--- src/etc_pkg.sv ---
// constants, codes and carrier types for the exception and trap sequencer
package etc_pkg;

  // ------------------------------------------------------------------
  // sizes and timing
  // ------------------------------------------------------------------
  localparam int          NUM_IRQ      = 4;
  localparam int          PRIO_W       = 3;
  localparam int          STAT_W       = 8;
  localparam int          CLK_PERIOD_NS = 100;
  localparam logic [2:0]  LAT_MIN_CYC  = 3'h4;   // latency, internal clock cycles
  localparam logic [2:0]  LAT_MAX_CYC  = 3'h6;

  // ------------------------------------------------------------------
  // status word bit positions and reset value
  // ------------------------------------------------------------------
  localparam int          STAT_ID      = 0;
  localparam int          STAT_EP      = 1;
  localparam int          STAT_NP      = 2;
  localparam logic [7:0]  STATUS_RESET = 8'h01;

  // ------------------------------------------------------------------
  // vectors, codes and illegal opcode pattern
  // ------------------------------------------------------------------
  localparam logic [31:0] VEC_TRAP_LO  = 32'h0000_0040;
  localparam logic [31:0] VEC_TRAP_HI  = 32'h0000_0050;
  localparam logic [31:0] VEC_DEBUG    = 32'h0000_0060;
  localparam logic [31:0] VEC_IRQ_BASE = 32'h0000_0100;
  localparam logic [15:0] TRAP_CODE_BASE = 16'h0040;
  localparam logic [15:0] IRQ_CODE_BASE  = 16'h0080;
  localparam logic [5:0]  ILG_OPCODE   = 6'h3f;
  localparam logic [3:0]  ILG_SUB_MIN  = 4'h7;

  // ------------------------------------------------------------------
  // register byte offsets and reset values
  // ------------------------------------------------------------------
  localparam logic [7:0]  OFF_STATUS     = 8'h00;
  localparam logic [7:0]  OFF_EXC_PC     = 8'h04;
  localparam logic [7:0]  OFF_EXC_STAT   = 8'h08;
  localparam logic [7:0]  OFF_EXC_CAUSE  = 8'h0c;
  localparam logic [7:0]  OFF_DBG_PC     = 8'h10;
  localparam logic [7:0]  OFF_DBG_STAT   = 8'h14;
  localparam logic [7:0]  OFF_IRQ_STATE  = 8'h18;
  localparam logic [7:0]  OFF_IRQ_CTRL0  = 8'h20;
  localparam int          CTRL_MASK_BIT  = 6;
  localparam int          CTRL_PEND_BIT  = 7;
  localparam logic [2:0]  PRIO_RESET     = 3'h7;
  localparam logic        MASK_RESET     = 1'b1;

  // ------------------------------------------------------------------
  // carrier types
  // ------------------------------------------------------------------
  typedef enum logic [2:0] {
    ETC_K_NONE, ETC_K_TRAP, ETC_K_EXC_RETURN_INSTR, ETC_K_DEBUG_BREAK_INSTR, ETC_K_DEBUG_RETURN_INSTR
  } etc_kind_e;

  typedef struct packed {
    logic        valid;      // instruction executes this cycle
    etc_kind_e   kind;
    logic [4:0]  vector;     // software exception operand
    logic [31:0] word;       // raw instruction word
    logic [31:0] return_pc;  // pc to resume at afterwards
    logic        long_op;    // long-latency instruction in progress
    logic        nonsample;  // interrupt request non-sample instruction
  } etc_issue_s;

  typedef struct packed {
    logic        valid;
    logic        flush;
    logic [31:0] pc;
  } etc_redirect_s;

endpackage

--- src/etc_irq_slot.sv ---
// one maskable request source: pending latch, mask bit and priority field
`timescale 1ns/1ps
module etc_irq_slot
  import etc_pkg::*;
(
  input  logic              clock,
  input  logic              rst,
  input  logic              req,
  input  logic              ack,
  input  logic              wr_en,
  input  logic [7:0]        wdata,
  output logic              pend,
  output logic              mask,
  output logic [PRIO_W-1:0] prio
);

  // ------------------------------------------------------------------
  // control fields, software owned
  // ------------------------------------------------------------------
  always_ff @(posedge clock) begin
    if (rst) begin
      mask <= MASK_RESET;
      prio <= PRIO_RESET;
    end else if (wr_en) begin
      mask <= wdata[CTRL_MASK_BIT];
      prio <= wdata[PRIO_W-1:0];
    end
  end

  // pending latch; a new request beats both ack and software clear
  always_ff @(posedge clock) begin
    if (rst) begin
      pend <= 1'b0;
    end else if (req) begin
      pend <= 1'b1;
    end else if (ack || (wr_en && !wdata[CTRL_PEND_BIT])) begin
      pend <= 1'b0;
    end
  end
endmodule // etc_irq_slot

--- src/etc_trap_ctrl.sv ---
// exception, trap and nested maskable interrupt sequencer with register slave
`timescale 1ns/1ps
// How it works
// - trap instruction always enters its exception, nothing masks it
// - trap entry saves resume pc and status into exception save registers
// - trap entry writes a code into low 16 bits of cause register
// - trap entry sets exception-active and interrupt-disable flags
// - vector 00-0f goes to 0x40, vector 10-1f goes to 0x50
// - exception return reloads pc and status from exception save registers
// - illegal opcode: bits 10..5 all ones, 26..23 in 7..f, bit 16 zero
// - illegal opcode saves to debug registers, sets three flags, jumps 0x60
// - debug break always taken, saves to debug registers, jumps 0x60
// - debug return reloads pc and status from debug save registers
// - debug save registers reachable only inside a debug trap window
// - higher priority request preempts service, lower one stays pending
// - nested maskable acknowledge only while interrupt-disable flag is zero
// - each request has a 3-bit priority, 0 highest, 7 lowest
// - after reset every request is masked and at priority 7
// - suspended or pending requests proceed only after exception return
// - while non-maskable service runs, maskable requests stay pending
// - interrupt latency is 4 cycles minimum, 6 maximum
// - long-latency instructions in flight push latency to the maximum
// - no acknowledge between a non-sample instruction and the next one
module etc_trap_ctrl
  import etc_pkg::*;
(
  input  logic               clock,
  input  logic               rst,
  input  etc_issue_s         issue,
  input  logic [NUM_IRQ-1:0] irq_req,
  input  logic [7:0]         avs_address,
  input  logic               avs_read,
  input  logic               avs_write,
  input  logic [31:0]        avs_writedata,
  input  logic [3:0]         avs_byteenable,
  output logic [31:0]        avs_readdata,
  output logic               avs_waitrequest,
  output etc_redirect_s      redirect,
  output logic [STAT_W-1:0]  status_word
);

  // ------------------------------------------------------------------
  // state
  // ------------------------------------------------------------------
  logic [31:0]        exc_return_pc;
  logic [STAT_W-1:0]  exc_saved_status;
  logic [31:0]        exc_cause_reg;
  logic [31:0]        dbg_return_pc;
  logic [STAT_W-1:0]  dbg_saved_status;
  logic               dbg_window_reg;
  logic               shadow_reg;
  logic [7:0]         isr_reg;
  logic [2:0]         lat_cnt_reg;
  logic               long_seen_reg;
  logic               ack_reg;
  logic [NUM_IRQ-1:0] slot_pend;
  logic [NUM_IRQ-1:0] slot_mask;
  logic [PRIO_W-1:0]  slot_prio [NUM_IRQ];
  logic [NUM_IRQ-1:0] slot_ack;
  logic [NUM_IRQ-1:0] slot_wr;

  // ------------------------------------------------------------------
  // instruction decode
  // ------------------------------------------------------------------
  logic issue_ok, illegal, is_trap, is_exc_return_instr, is_debug_break_instr, is_debug_return_instr, dbg_entry, exc_event;
  logic wr_en;

  // instructions issued in the redirect cycle are dead and are dropped
  assign issue_ok  = issue.valid && !redirect.valid;
  assign illegal   = issue_ok && issue.word[10:5] == ILG_OPCODE &&
                     issue.word[26:23] >= ILG_SUB_MIN && !issue.word[16];
  assign is_trap   = issue_ok && !illegal && issue.kind == ETC_K_TRAP;
  assign is_exc_return_instr   = issue_ok && !illegal && issue.kind == ETC_K_EXC_RETURN_INSTR;
  assign is_debug_break_instr = issue_ok && !illegal && issue.kind == ETC_K_DEBUG_BREAK_INSTR;
  assign is_debug_return_instr  = issue_ok && !illegal && issue.kind == ETC_K_DEBUG_RETURN_INSTR;
  assign dbg_entry = illegal || is_debug_break_instr;
  assign exc_event = is_trap || is_exc_return_instr || dbg_entry || is_debug_return_instr;
  assign wr_en     = avs_write && ack_reg;

  // ------------------------------------------------------------------
  // request arbitration
  // ------------------------------------------------------------------
  logic        best_valid;
  logic [1:0]  best_idx;
  logic [3:0]  best_prio;
  logic [3:0]  cur_level;
  logic        eligible;
  logic        irq_fire;
  logic [2:0]  lat_target;

  // lowest priority number wins, lower index breaks ties
  always_comb begin
    best_valid = 1'b0;
    best_idx   = 2'h0;
    best_prio  = 4'h8;
    for (int i = 0; i < NUM_IRQ; i++) begin
      if (slot_pend[i] && !slot_mask[i] && {1'b0, slot_prio[i]} < best_prio) begin
        best_valid = 1'b1;
        best_idx   = 2'(i);
        best_prio  = {1'b0, slot_prio[i]};
      end
    end
  end

  // level in service is the lowest set in-service bit, 8 when idle
  always_comb begin
    cur_level = 4'h8;
    for (int l = 7; l >= 0; l--) begin
      if (isr_reg[l]) begin
        cur_level = 4'(l);
      end
    end
  end

  // only a strictly higher level may preempt; equal or lower waits for return
  assign eligible = best_valid && best_prio < cur_level &&
                    !status_word[STAT_ID] &&
                    !status_word[STAT_NP] &&
                    !shadow_reg && !(issue_ok && issue.nonsample) &&
                    !exc_event && !redirect.valid;
  assign lat_target = (long_seen_reg || (issue_ok && issue.long_op)) ?
                      LAT_MAX_CYC - 3'h1 : LAT_MIN_CYC - 3'h1;
  assign irq_fire   = eligible && lat_cnt_reg >= lat_target;

  always_comb begin
    slot_ack = '0;
    slot_ack[best_idx] = irq_fire;
  end

  // latency counter restarts whenever the winner loses eligibility
  always_ff @(posedge clock) begin
    if (rst || !eligible || irq_fire) begin
      lat_cnt_reg   <= 3'h0;
      long_seen_reg <= 1'b0;
    end else begin
      lat_cnt_reg   <= lat_cnt_reg + 3'h1;
      long_seen_reg <= long_seen_reg || (issue_ok && issue.long_op);
    end
  end

  // acknowledge blocked until the instruction after a non-sample one
  always_ff @(posedge clock) begin
    if (rst) begin
      shadow_reg <= 1'b0;
    end else if (issue_ok) begin
      shadow_reg <= issue.nonsample;
    end
  end

  // in-service levels; maskable return pops the innermost one
  always_ff @(posedge clock) begin
    if (rst) begin
      isr_reg <= 8'h00;
    end else if (irq_fire) begin
      isr_reg <= isr_reg | (8'h01 << best_prio[2:0]);
    end else if (is_exc_return_instr && !status_word[STAT_EP]) begin
      isr_reg <= isr_reg & (isr_reg - 8'h01);
    end
  end

  // ------------------------------------------------------------------
  // request slots
  // ------------------------------------------------------------------
  genvar g;
  generate
    for (g = 0; g < NUM_IRQ; g++) begin : g_slot
      assign slot_wr[g] = wr_en && avs_byteenable[0] &&
                          avs_address == OFF_IRQ_CTRL0 + 8'(4 * g);
      etc_irq_slot u_slot (
        .clock (clock),
        .rst   (rst),
        .req   (irq_req[g]),
        .ack   (slot_ack[g]),
        .wr_en (slot_wr[g]),
        .wdata (avs_writedata[7:0]),
        .pend  (slot_pend[g]),
        .mask  (slot_mask[g]),
        .prio  (slot_prio[g])
      );
    end
  endgenerate

  // ------------------------------------------------------------------
  // status word and save registers
  // ------------------------------------------------------------------
  function automatic logic [31:0] be_merge(logic [31:0] old_v, logic [31:0] new_v,
                                           logic [3:0] be);
    logic [31:0] r;
    r = old_v;
    for (int b = 0; b < 4; b++) begin
      if (be[b]) begin
        r[8*b +: 8] = new_v[8*b +: 8];
      end
    end
    return r;
  endfunction

  // hardware events outrank a software write in the same cycle
  always_ff @(posedge clock) begin
    if (rst) begin
      status_word <= STATUS_RESET;
    end else if (is_trap) begin
      status_word[STAT_EP] <= 1'b1;
      status_word[STAT_ID] <= 1'b1;
    end else if (dbg_entry) begin
      status_word[STAT_NP] <= 1'b1;
      status_word[STAT_EP] <= 1'b1;
      status_word[STAT_ID] <= 1'b1;
    end else if (is_exc_return_instr) begin
      status_word <= exc_saved_status;
    end else if (is_debug_return_instr) begin
      status_word <= dbg_saved_status;
    end else if (irq_fire) begin
      status_word[STAT_ID] <= 1'b1;
    end else if (wr_en && avs_byteenable[0] && avs_address == OFF_STATUS) begin
      status_word <= avs_writedata[STAT_W-1:0];
    end
  end

  // exception save set; shared by traps and maskable entry
  always_ff @(posedge clock) begin
    if (rst) begin
      exc_return_pc    <= 32'h0000_0000;
      exc_saved_status <= 8'h00;
      exc_cause_reg    <= 32'h0000_0000;
    end else if (is_trap || irq_fire) begin
      exc_return_pc    <= issue.return_pc;
      exc_saved_status <= status_word;
      exc_cause_reg    <= {16'h0000, is_trap ? TRAP_CODE_BASE + {11'h000, issue.vector}
                                             : IRQ_CODE_BASE + {14'h0000, best_idx}};
    end else if (wr_en) begin
      if (avs_address == OFF_EXC_PC) begin
        exc_return_pc <= be_merge(exc_return_pc, avs_writedata, avs_byteenable);
      end
      if (avs_address == OFF_EXC_STAT && avs_byteenable[0]) begin
        exc_saved_status <= avs_writedata[STAT_W-1:0];
      end
      if (avs_address == OFF_EXC_CAUSE) begin
        exc_cause_reg <= be_merge(exc_cause_reg, avs_writedata, avs_byteenable);
      end
    end
  end

  // debug save set; software sees it only inside the debug window
  always_ff @(posedge clock) begin
    if (rst) begin
      dbg_return_pc    <= 32'h0000_0000;
      dbg_saved_status <= 8'h00;
    end else if (dbg_entry) begin
      dbg_return_pc    <= issue.return_pc;
      dbg_saved_status <= status_word;
    end else if (wr_en && dbg_window_reg) begin
      if (avs_address == OFF_DBG_PC) begin
        dbg_return_pc <= be_merge(dbg_return_pc, avs_writedata, avs_byteenable);
      end
      if (avs_address == OFF_DBG_STAT && avs_byteenable[0]) begin
        dbg_saved_status <= avs_writedata[STAT_W-1:0];
      end
    end
  end

  always_ff @(posedge clock) begin
    if (rst) begin
      dbg_window_reg <= 1'b0;
    end else if (dbg_entry) begin
      dbg_window_reg <= 1'b1;
    end else if (is_debug_return_instr) begin
      dbg_window_reg <= 1'b0;
    end
  end

  // ------------------------------------------------------------------
  // redirect to the pipeline, one cycle after the event
  // ------------------------------------------------------------------
  always_ff @(posedge clock) begin
    if (rst) begin
      redirect <= '0;
    end else begin
      redirect.valid <= exc_event || irq_fire;
      redirect.flush <= exc_event || irq_fire;
      if (is_trap) begin
        redirect.pc <= issue.vector[4] ? VEC_TRAP_HI : VEC_TRAP_LO;
      end else if (dbg_entry) begin
        redirect.pc <= VEC_DEBUG;
      end else if (is_exc_return_instr) begin
        redirect.pc <= exc_return_pc;
      end else if (is_debug_return_instr) begin
        redirect.pc <= dbg_return_pc;
      end else if (irq_fire) begin
        redirect.pc <= VEC_IRQ_BASE + {26'h0, best_idx, 4'h0};
      end
    end
  end

  // ------------------------------------------------------------------
  // avalon slave, one wait state on every access
  // ------------------------------------------------------------------
  logic [31:0] rd_mux;

  assign avs_waitrequest = (avs_read || avs_write) && !ack_reg;

  always_ff @(posedge clock) begin
    if (rst) begin
      ack_reg <= 1'b0;
    end else begin
      ack_reg <= (avs_read || avs_write) && !ack_reg;
    end
  end

  // unmapped offsets and a closed debug window read as zero
  always_comb begin
    rd_mux = 32'h0000_0000;
    case (avs_address)
      OFF_STATUS:    rd_mux = {24'h0, status_word};
      OFF_EXC_PC:    rd_mux = exc_return_pc;
      OFF_EXC_STAT:  rd_mux = {24'h0, exc_saved_status};
      OFF_EXC_CAUSE: rd_mux = exc_cause_reg;
      OFF_DBG_PC:    rd_mux = dbg_window_reg ? dbg_return_pc : 32'h0;
      OFF_DBG_STAT:  rd_mux = dbg_window_reg ? {24'h0, dbg_saved_status} : 32'h0;
      OFF_IRQ_STATE: rd_mux = {16'h0, 4'(slot_pend), isr_reg, 3'h0, dbg_window_reg};
      default: begin
        for (int i = 0; i < NUM_IRQ; i++) begin
          if (avs_address == OFF_IRQ_CTRL0 + 8'(4 * i)) begin
            rd_mux = {24'h0, slot_pend[i], slot_mask[i], 3'h0, slot_prio[i]};
          end
        end
      end
    endcase
  end

  always_ff @(posedge clock) begin
    if (rst) begin
      avs_readdata <= 32'h0000_0000;
    end else if (avs_read && !ack_reg) begin
      avs_readdata <= rd_mux;
    end
  end
endmodule // etc_trap_ctrl

--- config.mk ---
export PLATFORM = sky130hd
export DESIGN_NAME = etc_trap_ctrl
export DESIGN_NICKNAME = d
export VERILOG_FILES = /design/src/etc_pkg.sv /design/src/etc_irq_slot.sv /design/src/etc_trap_ctrl.sv
export SDC_FILE = /design/constraint.sdc
export NUM_CORES = 1
export LEC_CHECK = 0
export ABC_AREA = 1
export BUFFER_PORTS_ARGS = -buffer_cell sky130_fd_sc_hd__buf_2
export CAP_MARGIN = 20
export CORE_MARGIN = 1
export CORE_UTILIZATION = 55
export DETAILED_ROUTE_END_ITERATION = 7
export MAX_ROUTING_LAYER = met4
export PLACE_DENSITY_LB_ADDON = 0.15
export SLEW_MARGIN = 20
export SYNTH_ARGS = -nofsm -noshare
export SYNTH_HDL_FRONTEND = slang
export SYNTH_SLANG_ARGS = --single-unit
--- constraint.sdc ---
create_clock -name clock -period 6.9 [get_ports clock]
set_input_delay 1.035 -clock clock [delete_from_list [all_inputs] [get_ports clock]]
set_output_delay 1.035 -clock clock [all_outputs]
set_load 0.01 [all_outputs]
== After elaboration in Yosys (flattened, before gate mapping) ==
Index checks and enable logic that the tools add are counted.
Operators by class
  $add $sub $neg: 5
  $lt $le $gt $ge: 8
  eq/ne operators: 18
  shifts and indexed selects: 1
  multiplexer cells: 74
  bitwise logic cells: 5
  reductions and logical operators: 120
Operators by type and width (number)
  $mux W32: 15
  $pmux W32 S7: 1
  $mux W8: 17
  $mux W16: 3
  $mux W4: 12
  $logic_and A1 B1 Y1: 44
  $reduce_bool A2 Y1: 21
  $reduce_and A3 Y1: 13
  $eq A8 B6 Y1 const B: 4
  $eq A8 B5 Y1 const B: 3
  $mux W1: 17
  $eq A8 B4 Y1 const B: 2
  $logic_not A1 Y1: 16
  $logic_or A1 B1 Y1: 14
  $lt A3 B4 Y1: 3
  $add A9 B6 Y10 const A: 1
  $reduce_bool A5 Y1: 2
  $add A8 B2 Y9 const A: 1
  $mux W9: 1
  $add A7 B5 Y8 const A: 1
  $and A8 B8 Y8: 1
  $eq A8 B3 Y1 const B: 1
  $logic_not A8 Y1: 1
  $or A8 B8 Y8: 1
  28 further kinds: 36
Storage, ports and cells
  register bits: 220
  word-level logic and storage cells: 270

== Logic depth before layout (Yosys ltp) ==
Gate-level depths: netlist (run 1).
  depth in word-level cells: 26
  depth in mapped cells: 39
  depth with buffers taken out: 39

== By module ==
From an unflattened synthesis (run 1), not the netlist that was laid out.
Second synthesis, totals
  cells, all modules: 1843
  area, all modules: 11878.9 µm²
By module, submodules not included
  etc_trap_ctrl: instances 1, cells an instance 1739, area an instance 11123.2 µm²
  etc_irq_slot: instances 4, cells an instance 26, area an instance 188.9 µm²

== Worst setup path after synthesis (run 1) ==
No wires, ideal clock.
  kind: register -> register
  start: register g_slot[0].u_slot.pend
  end: register exc_cause_reg[5]
  data arrival time: 4.882 ns
  required time: 6.787 ns
  slack: 1.904 ns
  stages on the path, launching flop included: 33
  cells stage by stage: dfxtp_1 nand2_2 inv_2 nand2_1 ha_1 inv_1 nor2_1 nand2_2 nand2_4 o21ai_0 ha_1 a21boi_0 nand2_4 nand2_1 o21ai_0 ha_1 a211oi_1 nand2_4 o21ai_0 inv_1 ha_1 nand2_1 nand3_1 nor4_1 nand3_1 nor3_1 nand3_4 buf_8 buf_8 nand3_1 inv_1 nor2_1 nor2_1
Between the ends
  cells in the longest elaborated chain, start to end: 23
  elaborated cells between the ends (all ways): 35
  those cells by class: add/sub: 1; order compare: 4; mux: 13; reduce/logical: 17
Ends and longest elaborated chain
  start, declared: RTL line etc_irq_slot.sv:12  | output logic pend,
  start signal, assigned: RTL line etc_irq_slot.sv:33  | pend <= 1'b0;
  start signal, assigned: RTL line etc_irq_slot.sv:35  | pend <= 1'b1;
  start signal, assigned: RTL line etc_irq_slot.sv:37  | pend <= 1'b0;
  $logic_and A1 B1 Y1 (*): RTL line etc_trap_ctrl.sv:97  | if (slot_pend[i] && !slot_mask[i] && {1'b0, slot_prio[i]} < best_prio) begin
  $mux W4: RTL line etc_trap_ctrl.sv:97
  $lt A3 B4 Y1: RTL line etc_trap_ctrl.sv:97
  $logic_and A1 B1 Y1: RTL line etc_trap_ctrl.sv:97
  $mux W4: RTL line etc_trap_ctrl.sv:97
  $lt A3 B4 Y1: RTL line etc_trap_ctrl.sv:97
  $logic_and A1 B1 Y1: RTL line etc_trap_ctrl.sv:97
  $mux W4: RTL line etc_trap_ctrl.sv:97
  (+6 left out)
  $logic_and A1 B1 Y1: RTL line etc_trap_ctrl.sv:117  | !status_word[STAT_ID] &&
  $logic_and A1 B1 Y1: RTL line etc_trap_ctrl.sv:118  | !status_word[STAT_NP] &&
  $logic_and A1 B1 Y1 (2 in a row): RTL line etc_trap_ctrl.sv:119  | !shadow_reg && !(issue_ok && issue.nonsample) &&
  $logic_and A1 B1 Y1: RTL line etc_trap_ctrl.sv:120  | !exc_event && !redirect.valid;
  $logic_and A1 B1 Y1: RTL line etc_trap_ctrl.sv:123  | assign irq_fire = eligible && lat_cnt_reg >= lat_target;
  $logic_or A1 B1 Y1: RTL line etc_trap_ctrl.sv:226  | end else if (is_trap || irq_fire) begin
  $reduce_bool A2 Y1 (no line)
  $reduce_and A3 Y1 (no line)
  end signal, assigned: RTL line etc_trap_ctrl.sv:229  | exc_cause_reg <= {16'h0000, is_trap ? TRAP_CODE_BASE + {11'h000, issue.vector}
  end signal, assigned: RTL line etc_trap_ctrl.sv:239  | exc_cause_reg <= be_merge(exc_cause_reg, avs_writedata, avs_byteenable);
  end, declared: RTL line etc_trap_ctrl.sv:47  | logic [31:0] exc_cause_reg;
Mark *: on every way between the ends. The rest lies on a longest branch, timed or not.
A chain may end at the register's enable or synchronous reset.

== Worst setup path in the final report (run 1) ==
  start: register g_slot[0].u_slot.pend
  end: register redirect[15] (netlist name)
Between the ends
  cells in the longest elaborated chain, start to end: 21
  elaborated cells between the ends (all ways): 25
  those cells by class: order compare: 4; mux: 8; reduce/logical: 13
Ends and longest elaborated chain
  $logic_and A1 B1 Y1 (*): RTL line etc_trap_ctrl.sv:97
  $mux W4: RTL line etc_trap_ctrl.sv:97
  $lt A3 B4 Y1: RTL line etc_trap_ctrl.sv:97
  $logic_and A1 B1 Y1: RTL line etc_trap_ctrl.sv:97
  $mux W4: RTL line etc_trap_ctrl.sv:97
  $lt A3 B4 Y1: RTL line etc_trap_ctrl.sv:97
  $logic_and A1 B1 Y1: RTL line etc_trap_ctrl.sv:97
  $mux W4: RTL line etc_trap_ctrl.sv:97
  (+3 left out)
  $lt A4 B4 Y1: RTL line etc_trap_ctrl.sv:116  | assign eligible = best_valid && best_prio < cur_level &&
  $logic_and A1 B1 Y1 (*) (2 in a row): RTL line etc_trap_ctrl.sv:116
  $logic_and A1 B1 Y1 (*): RTL line etc_trap_ctrl.sv:117
  $logic_and A1 B1 Y1 (*): RTL line etc_trap_ctrl.sv:118
  $logic_and A1 B1 Y1 (*) (2 in a row): RTL line etc_trap_ctrl.sv:119
  $logic_and A1 B1 Y1 (*): RTL line etc_trap_ctrl.sv:120
  $logic_and A1 B1 Y1 (*): RTL line etc_trap_ctrl.sv:123
  $reduce_bool A5 Y1 (no line) (*)
  end, declared: RTL line etc_trap_ctrl.sv:38  | output etc_redirect_s redirect,
Marks and branches as above.

==> results.tsv, run 1 <==
stage	metric	value	unit
pwr	Internal Power	2235	uW
synth	Commonest cells post-synth	nand2_1 (440), dfxtp_1 (220), inv_1 (202)	
global_routing	GRT overflow	0	
pwr	Clock power frac	47.4	%
finish	max reg flops	33	
synth	post-synth top area cell	dfxtp_1	
clocking	CTS sink count	220	
sta	relative slew slack	29.06	%
finish	share of layout cells above drive strength 1	15.19	%
setup_path	Crit Path Max Fanout	25	
synth	Post-synth top flop	dfxtp_1	
synth	Seq cells post-synth	220	
floorplan	Die Height	148.2	microns
setup_path	Worst EP arrival	6.72	ns
synth	cell with the most instances after synthesis	nand2_1	
global_routing	initial antenna violation count	3	
sta	Final Critical Period	6.315	ns
clocking	Worst-Skew Late Latency	0.54	ns
placed_design	post-detail-place hpwl	28.21	mm
setup_path	max incr delay on CP	0.54	ns
synth	syn nets	1896	
sta	worst slew pin tran	1.056	ns
pwr	Pwr Density	219.6	nW/um^2
routing	Vias	13150	
placed_design	cell count after placement	2134	
flow_run	max cap viols	0	
setup_path	crit path kind	flip-flop to flip-flop	
global_routing	first-pass GRT wire length	65.28	mm
sta	Final setup viols	0	
floorplan	I/O Pins	202	
floorplan	Die X	148.2	microns
pwr	Pleak	0.006132	uW
setup_path	crit path max-delay cell type	dfxtp_1	
setup_path	Worst Setup End Kind	flip-flop	
global_routing	largest net degree at the start of global routing	101	
min_path	Hold WC Path Type	flip-flop to flip-flop	
clocking	hold_buf cts	0	
clocking	number of CTS-inserted buffers	25	
setup_path	Startpoint Class	flip-flop	
floorplan	row count	53	
sta	WHS	0.4615	ns
routing	# DRC	0	
finish	footprint of the multi-input gates	6068	sq um
finish	Layout fillers	1984	
synth	number of synthesized flops with an enable pin	0	
routing	Vias/cell	6.027	
routing	final wirelength	42.12	mm
routing	Pre-antenna DRT Iters	5	
clocking	CTS tree	built	
clocking	Clk Tree Root Cell	clkbuf_16	
finish	# nets final	2025	
synth	Avg Cell Area, Syn	6.690	sq um
routing	post-DR wirelength/cell	19.31	microns
synth	sequential share of the synthesized area	37.47	%
setup_path	WP data required	7.31	ns
finish	Area Growth Syn to Fin	15.53	%
sta	Final Cycle Share	91.52	%
synth	Mapped Area	11750	sq um
sta	setup repair after global routing missed its margin	no	
pwr	Sw Share	25.06	%
sta	maximum clock rate	158.3	MHz
sta	Final Skew	0.02230	ns
synth	top cell type's share of synthesized area	37.47	%
clocking	post_cts resized	0	
synth	Cell variety after synth	49	
synth	Mapped Cells	1757	
clocking	post-CTS setup buffers	0	
finish	Biggest register	redirect	
synth	Ys Warns	0	
sta	Fin Setup TNS	0	ns
finish	Storage cell area	4404	sq um
global_routing	vias in the first global route	11880	
floorplan	Die Area	21960	sq um
synth	top post-synthesis cells by area	dfxtp_1 (37%), nand2_1 (14%), inv_1 (6.5%)	
routing	1st-iter DRT viols	1499	
finish	non-filler cells, final	2181	
status	outcome	complete, no violations	
pwr	maximum vdd ir drop	0.2195	mV
sta	Hold Fails Final Rpt	0	
pwr	Sequential Power Share	44.1	%
synth	ys async rst share	0	%
pwr	power share of the combinational group	8.6	%
floorplan	core area	20960	sq um
placed_design	I/O Buffers	180	
clocking	Clock Path Buffers	3	
global_routing	GRT Resource Usage Total	39.18	%
clocking	Clock transition at path regs	0.06	ns
sta	Final Slew Violations	0	
placed_design	Final GP Congestion	0.9804	
pwr	net switching power	747.5	uW
floorplan	Initial Util	56.09	%
clocking	CTS H-tree depth	1	
routing	Antenna Nets Post-Route	0	
power by group through the flow:
| stage | combinational (uW) | sequential [uW] | clock (uW) |
|---|---|---|---|
| after floorplan | 144 | 1340 | 0 |
| after global placement | 243 | 1340 | 0 |
| after detailed placement | 246 | 1340 | 0 |
| after CTS | 248 | 1310 | 1420 |
| after global routing | 276 | 1320 | 1470 |
| final | 255 | 1310 | 1410 |
kinds of logic (layout without fill, tap and decap cells):
logic type | count (synthesis) | after routing | share of synthesized area, %
buffers and inverters | 317 | 462 | 11.00
DFF | 220 | 220 | 37.47
other | 0 | 4 | 0
and+or+nand+nor | 832 | 832 | 30.04
AOI/OAI and AO/OA | 375 | 375 | 20.14
adders and majority gates | 12 | 12 | 1.277
xor gates and xnor gates | 1 | 1 | 0.07453
critical path, delay by kind of cell, from the launching register on:
family | cells | cell delay, ns
buf+inv | 5 | 0.80
fa+ha+maj | 4 | 0.90
flops | 1 | 0.54
simple gates | 16 | 2.44
compound gates | 6 | 1.50
per-stage QoR:
step | utilization [%] | total power, uW | area [sq um] | worst slack [ns]
floorplan | - | 1481 | 11750 | 1.904
global placement | 60.64 | 1584 | 12710 | 0.5567
detailed placement | 60.64 | 1588 | 12710 | 0.4982
CTS | 64.75 | 2981 | 13570 | 0.4951
global route | 64.79 | 3064 | 13580 | 0.1152
finish | 64.80 | 2982 | 13580 | 0.5848
final timing paths:
check / start / depth (start not counted) / slack [ns] / endpoint
min reg2reg: exc_cause_reg[23] / 2 / 0.46 / exc_cause_reg[23]
max: g_slot[0].u_slot.pend / 31 / 0.58 / redirect[15]
min: exc_cause_reg[23] / 2 / 0.46 / exc_cause_reg[23]
max reg2reg: g_slot[0].u_slot.pend / 31 / 0.58 / redirect[15]
layout make-up:
class                      count  area share [%]
clock buffer                  33           5.197
timing repair buffer         201           7.887
inverter                     218           6.035
tap                          275           2.534
sequential                   220           32.43
antenna                        4         0.07371
clock inverter                10           1.152
multi-input combinational   1220           44.69
cells in the final DEF, fill, tap and decap left out, drive strengths merged, types with 25 or more instances in the layout:
cell	netlist	layout
clkbuf	67	33
nand3	124	124
nand4	31	31
nand2	456	456
o211ai	25	25
a31oi	30	30
o22ai	31	31
nor2	195	195
buf	32	201
o21ai	87	87
o2111ai	41	41
inv	213	213
a21oi	105	105
dfxtp	220	220
routing by layer:
layer	GRT usage, %	part of all wire (%)
met1	50.83	40
met2	59.51	45
met3	6.319	10
met4	18.66	4.8
met5	-	0
No activity file was read; power rests on OpenSTA's default activity.
==> inputs of run 2 (changes only) <==
- PLACE_DENSITY: not set -> 0.88
- PLACE_DENSITY_LB_ADDON: 0.15 -> not set
==> results.tsv, run 2 (same netlist as run 1, synthesis figures left out) <==
stage	metric	value	unit	change
status	outcome	complete, no violations		unchanged
placed_design	I/O Buffers	180		unchanged
flow_run	max cap viols	0		unchanged
sta	maximum clock rate	163.5	MHz	was 158.3 MHz
floorplan	Die X	148.2	microns	unchanged
global_routing	GRT overflow	0		unchanged
sta	worst slew pin tran	1.077	ns	was 1.056 ns
sta	Final setup viols	0		unchanged
finish	commonest cells after routing, fill and taps aside	nand2_1 (440), dfxtp_1 (220), inv_1 (200)		unchanged
routing	# DRC	0		unchanged
clocking	Worst-Skew Late Latency	0.55	ns	was 0.54 ns
setup_path	Worst Setup End Kind	flip-flop		unchanged
routing	Met2 Wirelength	18.21	mm	was 18.84 mm
sta	Final Skew	0.02173	ns	was 0.02230 ns
finish	Biggest register	redirect		unchanged
clocking	CTS H-tree depth	1		unchanged
global_routing	first-pass GRT wire length	64.10	mm	was 65.28 mm
routing	Antenna Nets Post-Route	0		unchanged
finish	share of layout cells above drive strength 1	15.25	%	was 15.19%
finish	Final Core Density	64.83	%	was 64.80%
clocking	post-CTS setup buffers	0		unchanged
clocking	post_cts resized	0		unchanged
finish	Area Growth Syn to Fin	15.57	%	was 15.53%
global_routing	vias in the first global route	12420		was 11880
sta	Final Cycle Share	88.67	%	was 91.52%
routing	Vias/cell	6.079		was 6.027
setup_path	Startpoint Class	flip-flop		unchanged
placed_design	pre-CTS setup slack	0.8601	ns	was 0.4982 ns
pwr	Pleak	0.006141	uW	was 0.006132 uW
finish	non-filler cells, final	2179		was 2181
pwr	power share of the combinational group	8.5	%	was 8.6%
floorplan	Die Height	148.2	microns	unchanged
floorplan	Die Area	21960	sq um	unchanged
setup_path	crit path kind	flip-flop to flip-flop		unchanged
setup_path	Crit Path Max Fanout	30		was 25
setup_path	WP data required	7.31	ns	about the same
pwr	maximum vdd ir drop	0.1642	mV	was 0.2195 mV
setup_path	max incr delay on CP	0.51	ns	was 0.54 ns
routing	Vias	13250		was 13150
routing	final wirelength	41.25	mm	was 42.12 mm
sta	relative slew slack	28.15	%	was 29.06%
floorplan	Initial Util	56.09	%	unchanged
finish	Layout fillers	1822		was 1984
sta	Final Slew Violations	0		unchanged
clocking	Clk Tree Root Cell	clkbuf_16		unchanged
sta	final worst setup slack	0.7820	ns	was 0.5848 ns
routing	Pre-antenna DRT Iters	6		was 5
floorplan	row count	53		unchanged
routing	post-DR wirelength/cell	18.93	microns	was 19.31 microns
setup_path	r2r worst-path depth	31		unchanged
pwr	Sw Share	25.11	%	was 25.06%
global_routing	initial antenna violation count	2		was 3
floorplan	core area	20960	sq um	unchanged
routing	Top Layer Used	met4		unchanged
pwr	Pwr Density	221.0	nW/um^2	was 219.6 nW/um^2
routing	met3 WL	5.046	mm	was 4.323 mm
clocking	Clock transition at path regs	0.06	ns	about the same
setup_path	CP top delay family	simple AND/OR/NAND/NOR gates		unchanged
floorplan	I/O Pins	202		unchanged
min_path	Hold WC Path Type	flip-flop to flip-flop		unchanged
clocking	Clock Path Buffers	3		unchanged
clocking	CTS sink count	220		unchanged
finish	most common cell after layout, fill and taps aside	nand2_1		unchanged
setup_path	CP Buf/Inv Count	5		unchanged
clocking	hold_buf cts	0		unchanged
clocking	CTS tree	built		unchanged
pwr	net switching power	753.8	uW	was 747.5 uW
placed_design	Final GP Congestion	1.009		was 0.9804
clocking	number of CTS-inserted buffers	25		unchanged
setup_path	Worst EP arrival	6.53	ns	was 6.72 ns
pwr	Clock power frac	47.8	%	was 47.4%
sta	WHS	0.4550	ns	was 0.4615 ns
finish	max reg flops	33		unchanged
finish	# nets final	2025		unchanged
placed_design	cell count after placement	2134		unchanged
routing	1st-iter DRT viols	1493		was 1499
setup_path	crit path max-delay cell type	inv_1		was dfxtp_1
routing	Post-Route M1 WL	15.65	mm	was 16.94 mm
placed_design	post-detail-place hpwl	27.82	mm	was 28.21 mm
min_path	worst hold stages	1		was 2
setup_path	WP depth	31		unchanged
global_routing	GRT Resource Usage Total	38.10	%	was 39.18%
global_routing	largest net degree at the start of global routing	78		was 101
pwr	Internal Power	2249	uW	was 2235 uW
pwr	Sequential Power Share	43.7	%	was 44.1%
sta	Hold Fails Final Rpt	0		unchanged
sta	setup repair after global routing missed its margin	no		unchanged
sta	Fin Setup TNS	0	ns	unchanged
sta	Final Critical Period	6.118	ns	was 6.315 ns
-- run 2: changes by cell type in the layout (fill, tap and decap cells not counted), sizes merged --
cell      previous run  this run
diode                4         2
clkinv              10        11
clkinvlp             1         0
-- run 2: worst register-to-register path, delay by kind of cell, from the launching register on --
family | cells | cell delay, ns
AND/OR/NAND/NOR | 16 | 2.38
AO/OA/AOI/OAI | 6 | 1.34
buffers and inverters | 5 | 0.90
adder cells (fa/ha/maj) | 4 | 0.89
flip-flops | 1 | 0.49
-- run 2: per-layer routing --
metal	vias up	GRT usage [%]
met1	6036	46.71
met4	0	23.04
li1	6133	-
met3	190	7.209
met2	887	58.10
met5	-	-
-- run 2: power groups by stage --
stage | clock, uW | combinational [uW] | sequential, uW
final | 1430 | 255 | 1310
after global placement | 0 | 240 | 1340
after floorplan | 0 | 144 | 1340
after CTS | 1440 | 247 | 1310
after detailed placement | 0 | 245 | 1340
after global routing | 1490 | 274 | 1320
-- run 2: final timing paths --
kind,end,slack (ns),from
worst max-delay path,redirect[19],0.78,g_slot[0].u_slot.pend
worst min-delay path,lat_cnt_reg[0],0.45,lat_cnt_reg[0]
worst max register to register,redirect[19],0.78,g_slot[0].u_slot.pend
worst min register to register,lat_cnt_reg[0],0.45,lat_cnt_reg[0]
-- run 2: area by class of cell --
| class | instances | area [sq um] | share of cell area (%) |
|---|---|---|---|
| clock inverters | 10 | 168.9 | 1.243 |
| multi-input cells | 1220 | 6068 | 44.67 |
| diodes | 2 | 5.005 | 0.03684 |
| flip-flops and latches | 220 | 4404 | 32.42 |
| inverters | 218 | 819.5 | 6.033 |
| clock buffers | 33 | 715.7 | 5.268 |
| repair buffers | 201 | 1059 | 7.792 |
| well taps | 275 | 344.1 | 2.533 |
-- run 2: per-stage QoR --
stage	total power (uW)	area (sq um)
finish	3002	13580
global route	3083	13580
CTS	2998	13580
detailed placement	1585	12690
global placement	1580	12690
floorplan	1481	11750
